$ cat src/hdl/rip_pkg.sv
package rip_pkg;
  localparam int unsigned CLK_MHZ          = 100;
  // minimum low time on the reset input, in ns, before it counts as a reset
  localparam int unsigned RST_IN_MIN_NS    = 100;
  localparam int unsigned RST_IN_MIN_CYC   = (RST_IN_MIN_NS * CLK_MHZ + 999) / 1000;
  // internal reset sequence length in cycles
  localparam int unsigned RST_SEQ_CYC      = 16;
  localparam int unsigned CNT_W            = 8;
  localparam int unsigned BOOT_BIT         = 4;
  localparam int unsigned P0L_W            = 8;

  localparam logic [1:0] IRQ_NMI_BIT  = 2'h0;
  localparam logic [1:0] IRQ_PD_BIT   = 2'h1;
  localparam logic [1:0] IRQ_IGN_BIT  = 2'h2;
  localparam int unsigned IRQ_W       = 3;

  localparam logic [3:0] ADDR_CTRL    = 4'h0;
  localparam logic [3:0] ADDR_STAT    = 4'h1;
  localparam logic [3:0] ADDR_IRQ     = 4'h2;
  localparam logic [3:0] ADDR_MASK    = 4'h3;

  typedef enum logic [1:0] {
    RIP_RUN   = 2'b00,
    RIP_RESET = 2'b01,
    RIP_INIT  = 2'b10,
    RIP_PDOWN = 2'b11
  } rip_state_e;

  typedef struct packed {
    logic sw_reset;
    logic wdt_reset;
    logic end_init;
    logic power_down;
  } rip_cpu_s;
endpackage : rip_pkg

$ cat src/hdl/rip_ctrl.sv
// Contract
// reset output low during any reset
// reset output low until end-init executes
// nmi falling edge requests trap vector
// power-down with nmi low enters power down
// power-down with nmi high is ignored
// bidir enable locked after end-init
// every reset clears bidir enable
// bidir active keeps watchdog flag zero
// bidir active latches port zero config
// bidir pulls reset pin during sequence
// external logic holds reset low long enough
// nmi synchronised, sampled at power-down
//
// Chosen here: strobed register access and the placing of the registers.
module rip_ctrl
  import rip_pkg::*;
#(
  parameter int unsigned SEQ_CYC = RST_SEQ_CYC
) (
  input  wire logic              CLK_SYS,
  input  wire logic              SRST,
  input  wire rip_cpu_s          CPU_EVT,
  input  wire logic              NMI_N,
  input  wire logic              RST_IN_N_I,
  output logic                   RST_IN_N_O,
  output logic                   RST_IN_N_OE_N,
  input  wire logic [P0L_W-1:0]  P0L_I,
  input  wire logic [3:0]        ADDR,
  input  wire logic [7:0]        WDATA,
  input  wire logic              WR,
  input  wire logic              RD,
  output logic [7:0]             RDATA,
  output logic                   RESET_INDICATION_OUT,
  output logic                   CPU_RESET,
  output logic                   NMI_TRAP,
  output logic                   POWER_DOWN,
  output logic                   BOOT_LOADER,
  output logic                   IRQ
);

  rip_state_e           state_ff,    nxt_state;
  logic [CNT_W-1:0]     cnt_ff,      nxt_cnt;
  logic [CNT_W-1:0]     rin_cnt_ff;
  logic [1:0]           nmi_sync_ff;
  logic [1:0]           rin_sync_ff;
  logic                 nmi_prev_ff;
  logic                 bidir_reset_enable_ff;
  logic                 watchdog_reset_flag_ff;
  logic                 init_done_ff;
  logic                 seq_bidir_ff;
  logic                 drive_pin_ff;
  logic [P0L_W-1:0]     port_zero_cfg_ff;
  logic [IRQ_W-1:0]     irq_stat_ff;
  logic [IRQ_W-1:0]     irq_mask_ff;
  logic [7:0]           rdata_ff;
  logic                 trap_ff;

  wire nmi_lvl      = nmi_sync_ff[1];
  wire rin_low      = ~rin_sync_ff[1];
  wire nmi_fall     = nmi_prev_ff & ~nmi_lvl;
  wire soft_reset   = CPU_EVT.sw_reset | CPU_EVT.wdt_reset;
  // only count external pulses we did not cause ourselves
  wire ext_reset    = rin_low & ~drive_pin_ff
                      & (rin_cnt_ff >= CNT_W'(RST_IN_MIN_CYC - 1));
  wire any_reset    = ext_reset | (soft_reset & (state_ff != RIP_RESET));
  wire running      = (state_ff == RIP_RUN) | (state_ff == RIP_INIT);
  wire pd_take      = running & CPU_EVT.power_down & ~nmi_lvl;
  wire pd_ignored   = running & CPU_EVT.power_down & nmi_lvl;
  wire wr_ctrl      = WR & (ADDR == ADDR_CTRL);
  wire wr_irq       = WR & (ADDR == ADDR_IRQ);
  wire wr_mask      = WR & (ADDR == ADDR_MASK);
  wire ctrl_change  = wr_ctrl & ~init_done_ff;
  wire seq_end      = (state_ff == RIP_RESET) & (cnt_ff == '0);
  wire [IRQ_W-1:0] irq_evt;
  wire [7:0]       rd_mux;

  assign irq_evt[IRQ_NMI_BIT] = nmi_fall;
  assign irq_evt[IRQ_PD_BIT]  = pd_take;
  assign irq_evt[IRQ_IGN_BIT] = pd_ignored;

  assign rd_mux =
    (ADDR == ADDR_CTRL) ? {7'h00, bidir_reset_enable_ff} :
    (ADDR == ADDR_STAT) ? {2'h0, state_ff, port_zero_cfg_ff[BOOT_BIT],
                           init_done_ff, watchdog_reset_flag_ff, nmi_lvl} :
    (ADDR == ADDR_IRQ)  ? {5'h00, irq_stat_ff} :
    (ADDR == ADDR_MASK) ? {5'h00, irq_mask_ff} : 8'h00;

  always_comb begin
    nxt_state = state_ff;
    nxt_cnt   = cnt_ff;
    unique case (state_ff)
      RIP_RESET: begin
        if (cnt_ff != '0) begin
          nxt_cnt = cnt_ff - 1'b1;
        end else begin
          nxt_state = RIP_INIT;
        end
      end
      RIP_INIT: begin
        if (CPU_EVT.end_init) begin
          nxt_state = RIP_RUN;
        end
      end
      RIP_RUN: begin
      end
      RIP_PDOWN: begin
        // only a reset leaves power down
      end
    endcase
    if (pd_take) begin
      nxt_state = RIP_PDOWN;
    end
    if (any_reset) begin
      nxt_state = RIP_RESET;
      nxt_cnt   = CNT_W'(SEQ_CYC - 1);
    end
  end

  always_ff @(posedge CLK_SYS) begin
    nmi_sync_ff <= {nmi_sync_ff[0], NMI_N};
    rin_sync_ff <= {rin_sync_ff[0], RST_IN_N_I};
    if (SRST) begin
      state_ff    <= RIP_RESET;
      cnt_ff      <= CNT_W'(SEQ_CYC - 1);
      nmi_prev_ff <= 1'b1;
      rin_cnt_ff  <= '0;
    end else begin
      state_ff    <= nxt_state;
      cnt_ff      <= nxt_cnt;
      nmi_prev_ff <= nmi_lvl;
      // our own pull on the pin must never age into an external reset
      rin_cnt_ff  <= (rin_low & ~drive_pin_ff) ?
                     ((rin_cnt_ff == '1) ? rin_cnt_ff : rin_cnt_ff + 1'b1) : '0;
    end
  end

  always_ff @(posedge CLK_SYS) begin
    if (SRST) begin
      bidir_reset_enable_ff <= 1'b0;
      init_done_ff          <= 1'b0;
      watchdog_reset_flag_ff <= 1'b0;
      seq_bidir_ff          <= 1'b0;
      drive_pin_ff          <= 1'b0;
    end else if (any_reset) begin
      bidir_reset_enable_ff <= 1'b0;
      init_done_ff          <= 1'b0;
      // remember the mode that was active when this reset began
      seq_bidir_ff          <= bidir_reset_enable_ff;
      watchdog_reset_flag_ff <= CPU_EVT.wdt_reset & ~bidir_reset_enable_ff;
      drive_pin_ff          <= soft_reset & ~ext_reset & bidir_reset_enable_ff;
    end else begin
      if (ctrl_change) begin
        bidir_reset_enable_ff <= WDATA[0];
      end
      if (state_ff == RIP_INIT && CPU_EVT.end_init) begin
        init_done_ff <= 1'b1;
      end
      if (seq_end) begin
        drive_pin_ff <= 1'b0;
      end
    end
  end

  always_ff @(posedge CLK_SYS) begin
    if (SRST) begin
      port_zero_cfg_ff <= '0;
    end else if (seq_end && (rin_low || seq_bidir_ff)) begin
      // hardware reset, or bidir reset treated as one
      port_zero_cfg_ff <= P0L_I;
    end
  end

  always_ff @(posedge CLK_SYS) begin
    if (SRST) begin
      irq_stat_ff <= '0;
      irq_mask_ff <= '0;
      rdata_ff    <= 8'h00;
      trap_ff     <= 1'b0;
    end else begin
      // set wins over a write-one clear in the same cycle
      irq_stat_ff <= (irq_stat_ff & ~(wr_irq ? WDATA[IRQ_W-1:0] : '0)) | irq_evt;
      if (wr_mask) begin
        irq_mask_ff <= WDATA[IRQ_W-1:0];
      end
      rdata_ff <= RD ? rd_mux : 8'h00;
      trap_ff  <= nmi_fall & running;
    end
  end

  // power down taken before end-init must not release the indication
  assign RESET_INDICATION_OUT = init_done_ff;
  assign CPU_RESET            = (state_ff == RIP_RESET);
  assign RST_IN_N_O           = 1'b0;
  assign RST_IN_N_OE_N        = ~drive_pin_ff;
  assign NMI_TRAP             = trap_ff;
  assign POWER_DOWN           = (state_ff == RIP_PDOWN);
  assign BOOT_LOADER          = ~port_zero_cfg_ff[BOOT_BIT];
  assign RDATA                = rdata_ff;
  assign IRQ                  = |(irq_stat_ff & irq_mask_ff);

endmodule : rip_ctrl

$ cat config.mk
export PLATFORM = sky130hd
export DESIGN_NAME = rip_ctrl
export DESIGN_NICKNAME = d
export VERILOG_FILES = /design/src/hdl/rip_pkg.sv /design/src/hdl/rip_ctrl.sv
export SDC_FILE = /design/constraint.sdc
export NUM_CORES = 1
export LEC_CHECK = 0
export BUFFER_PORTS_ARGS = -buffer_cell sky130_fd_sc_hd__buf_2
export CAP_MARGIN = 10
export CORE_ASPECT_RATIO = 0.8
export CORE_MARGIN = 2
export CORE_UTILIZATION = 35
export DETAILED_ROUTE_END_ITERATION = 10
export PLACE_DENSITY_LB_ADDON = 0.15
export SETUP_SLACK_MARGIN = 0.05
export SLEW_MARGIN = 20
export SYNTH_ARGS = -nofsm -noshare
export SYNTH_HDL_FRONTEND = slang
export SYNTH_SLANG_ARGS = --single-unit
$ cat constraint.sdc
create_clock -name CLK_SYS -period 2.15 [get_ports CLK_SYS]
set_clock_uncertainty 0.2 [all_clocks]
set_input_delay 0.43 -clock CLK_SYS [delete_from_list [all_inputs] [get_ports CLK_SYS]]
set_output_delay 0.43 -clock CLK_SYS [all_outputs]
set_load 0.05 [all_outputs]
==> run_results.csv <==
group,metric,value,unit
setup_path,r2r_cells,7,
die,die_area,0.005855,mm^2
setup_path,r2r_end,"cnt_ff[1]",
yosys,synth_edf_count,0,
worst_hold_path,min_from,"NMI_N",
pwr,switchingPower,347.7,uW
sta,period_share,0.9282,
placement,gp_congestion,0.8353,
cts,clk_pin_slew,0.08,ns
yosys,async_reset_ff_frac,0,
cts,cts_tree,"yes",
pwr,pwr-share-clk,0.374,
final_layout,syn_to_final_growth,19.73,%
yosys,netlist.area_leader.share,0.4571,
drt,ant_nets,0,
setup_path,crit_path_max_fanout,5,
pwr,p_int,1096,uW
die,coreArea,0.005036,mm^2
yosys,synth_top_area_cell,"dfxtp_1",
yosys,synth-seq-cells,42,
sta,period_needed,1.996,ns
final_layout,antenna_cells,0,
cts,hold_buffers,0,
drt,top_layer,"met4",
worst_hold_path,min_to,"nmi_sync_ff[0]",
sta,setup_viol,0,
setup_path,crit_arrival,1.97,ns
setup_path,r2r_setup_slack,0.15,ns
global_routing,grt_max_degree,15,
placement,io_buffers,30,
sta,finalSetupTns,0,ns
pwr,switching_share,0.2408,
die,initial_core_util,0.3652,
setup_path,crit_type,"flop to flop",
sta,hold_ws,0.03631,ns
setup_path,cp.required,2.13,ns
outcome,status,"finished clean",
drt,drc_errors,0,
placement,dp.cells,296,
drt,drtIter0Drc,111,
yosys,yosysSeqAreaShare,0.4571,
drt,wl_met2,1432,um
yosys,ys.flop_type,"dfxtp_1",
global_routing,overflow,0,
final_layout,layout-drive-gt1-share,0.2603,
yosys,netlist_area,0.001839,mm^2
cts,insertion_delay,0.29,ns
drt,avgRoutedWirePerCell,12.34,um
yosys,synth.distinct_cells,48,
final_layout,fin_util,0.4373,
setup_path,startpoint,"rin_cnt_ff[1]",
die,die_width,85.05,um
sta,tightest_slew,0.5159,ns
global_routing,grt_pass1_vias,1347,
cts,clock_sinks,42,
sta,rsz0062_at_grt,"false",
die,io_pins,46,
worst_hold_path,hold_depth,1,
global_routing,grt_pass1_wl,6458,um
die,rows,23,
pwr,power_density,655.8,mW/mm^2
setup_path,worstSetupStartpointType,"flop",
pwr,peakVddDrop,0.4608,mV
cts,cts-root-buf,"clkbuf_8",
yosys,avgSynthCellArea,9.105,um^2
yosys,yosysWarnings,0,
yosys,synth_area_leaders,"dfxtp_1 (46%), nor2_1 (6.1%), mux2i_1 (3.8%), ha_1 (3.4%), nand3_1 (2.7%)",
cts,clock_path_buffers,2,
drt,vias,1452,
sta,hold_viol_final,0,
worst_hold_path,hp-class,"input pin to flop",
run,drv_cap,0,
setup_path,r2r-start,"rin_cnt_ff[1]",
cts,cts-htree-levels,2,
pwr,seqPwrFrac,0.556,
final_layout,layout.nets,276,
final_layout,stdcell_count,304,
yosys,synthCells,202,
pwr,finalPower,1444,uW
pwr,pwr-share-comb,0.069,
sta,slew_headroom,0.6553,
sta,slew_viol_final,0,
global_routing,grt_use_total,0.1422,
die,die_h,68.84,um
pwr,static-leakage-power,0.0009233,uW
cts,cts_buffers,5,
drt,drt-vias-per-instance,4.776,
drt,routed_wl,3752,um
global_routing,grt_antenna_before_repair,0,
placement,dp_hpwl,2849,um
drt,dr.pass1.iters,4,
drt,wl_met3,205,um
drt,wl_met1,2069,um
setup_path,worstSetupEndpointType,"flop",
sta,max_freq,501.1,MHz
## flip-flops by register name, indices dropped and copies added (netlist names), 2 cells and up
register	cells
irq_stat_ff	3
irq_mask_ff	3
cnt_ff	8
state_ff	2
nmi_sync_ff	2
RDATA	6
rin_sync_ff	2
rin_cnt_ff	8
## synth_stat cells, types with 2 or more instances
cell,number
buf_4,3
a22oi_1,3
dfxtp_1,42
nor2b_1,4
nor4b_1,2
xnor2_1,5
o21ai_0,3
ha_1,5
inv_1,13
and2_1,5
mux2_2,2
mux2i_1,7
clkbuf_1,3
nor3b_1,5
xor2_1,2
o2111ai_1,2
a222oi_1,2
and3_1,4
nand2b_1,2
nor2_1,30
a21oi_1,9
nand3_1,10
nand2_1,10
nor3_1,5
## how the worst max path moves through the flow
stage / endpoint / slack (ns)
after floorplan: cnt_ff[1] / -0.002
after global placement: cnt_ff[1] / 0.15
after CTS: cnt_ff[1] / 0.12
after detailed placement: cnt_ff[1] / 0.14
final: cnt_ff[1] / 0.15
after global routing: state_ff[0] / 0.05
## power by group through the flow
stage	combinational, uW	clock, uW	sequential (uW)
2_1_floorplan	69.3	0	821
3_3_place_gp	100	0	823
3_5_place_dp	101	0	823
4_1_cts	101	564	804
5_1_grt	113	597	806
6_report	100	541	804
## stage by stage
stage	worst slack (ns)	area, um^2
floorplan	-0.001834	1857
global placement	0.1525	2096
detailed placement	0.1362	2096
CTS	0.1224	2195
global route	0.05258	2202
finish	0.1545	2202
## placed cells by master (no fill, tap or decap), drive strengths merged, types with 2 or more instances in the layout
cell type and instances:
dfxtp 42, buf 36, nor2 30, inv 14, nand2 11, nand3 10, a21oi 9, mux2i 7
clkbuf 6, and2 6, nor3b 5, nor3 5, xnor2 5, and3 5, ha 5, nor2b 4
o21ai 4, a22oi 3, conb 3, nand2b 2, a222oi 2, nor4b 2, o2111ai 2, mux2 2
xor2 2, or3b 2, or4 2
## logic make-up (layout without fill, tap and decap cells)
| logic type | count (synthesis) | in the layout | synth area share |
|---|---|---|---|
| xor+xnor | 7 | 7 | 0.03333 |
| other cells | 1 | 3 | 0.002039 |
| buf+inv | 19 | 57 | 0.04490 |
| compound gates | 28 | 28 | 0.1061 |
| fa+ha+maj | 5 | 5 | 0.03401 |
| flops | 42 | 42 | 0.4571 |
| simple gates | 90 | 90 | 0.2599 |
| mux | 10 | 10 | 0.06258 |
## routing by layer
| metal | global-route usage | vias to the layer above |
|---|---|---|
| met1 | 0.2020 | 639 |
| met5 | 0 | - |
| met2 | 0.2090 | 31 |
| li1 | - | 777 |
| met3 | 0.04524 | 5 |
| met4 | 0.03571 | 0 |
## timing repair
item | 4_1_cts | 5_1_grt
setup endpoints to repair | 0 | 4
setup buffers | 0 | 0
gates resized for setup | 0 | 3
## worst max-delay path: stages (launching register included)
cell and delay, ns:
dfxtp_4 0.37, inv_2 0.04, ha_2 0.15, or3b_1 0.37, a222oi_1 0.31, buf_4 0.20, and2_4 0.18, o211ai_2 0.07
## final cells by class
| class | count | area (um^2) |
|---|---|---|
| multi-input cells | 143 | 935.9 |
| fillers | 505 | 2834 |
| flip-flops and latches | 42 | 845.8 |
| clock inverters | 2 | 16.27 |
| inverters | 13 | 48.80 |
| clock buffers | 6 | 82.58 |
| repair buffers | 36 | 195.2 |
| well taps | 62 | 77.57 |
No activity file was read; power rests on OpenSTA's default activity.
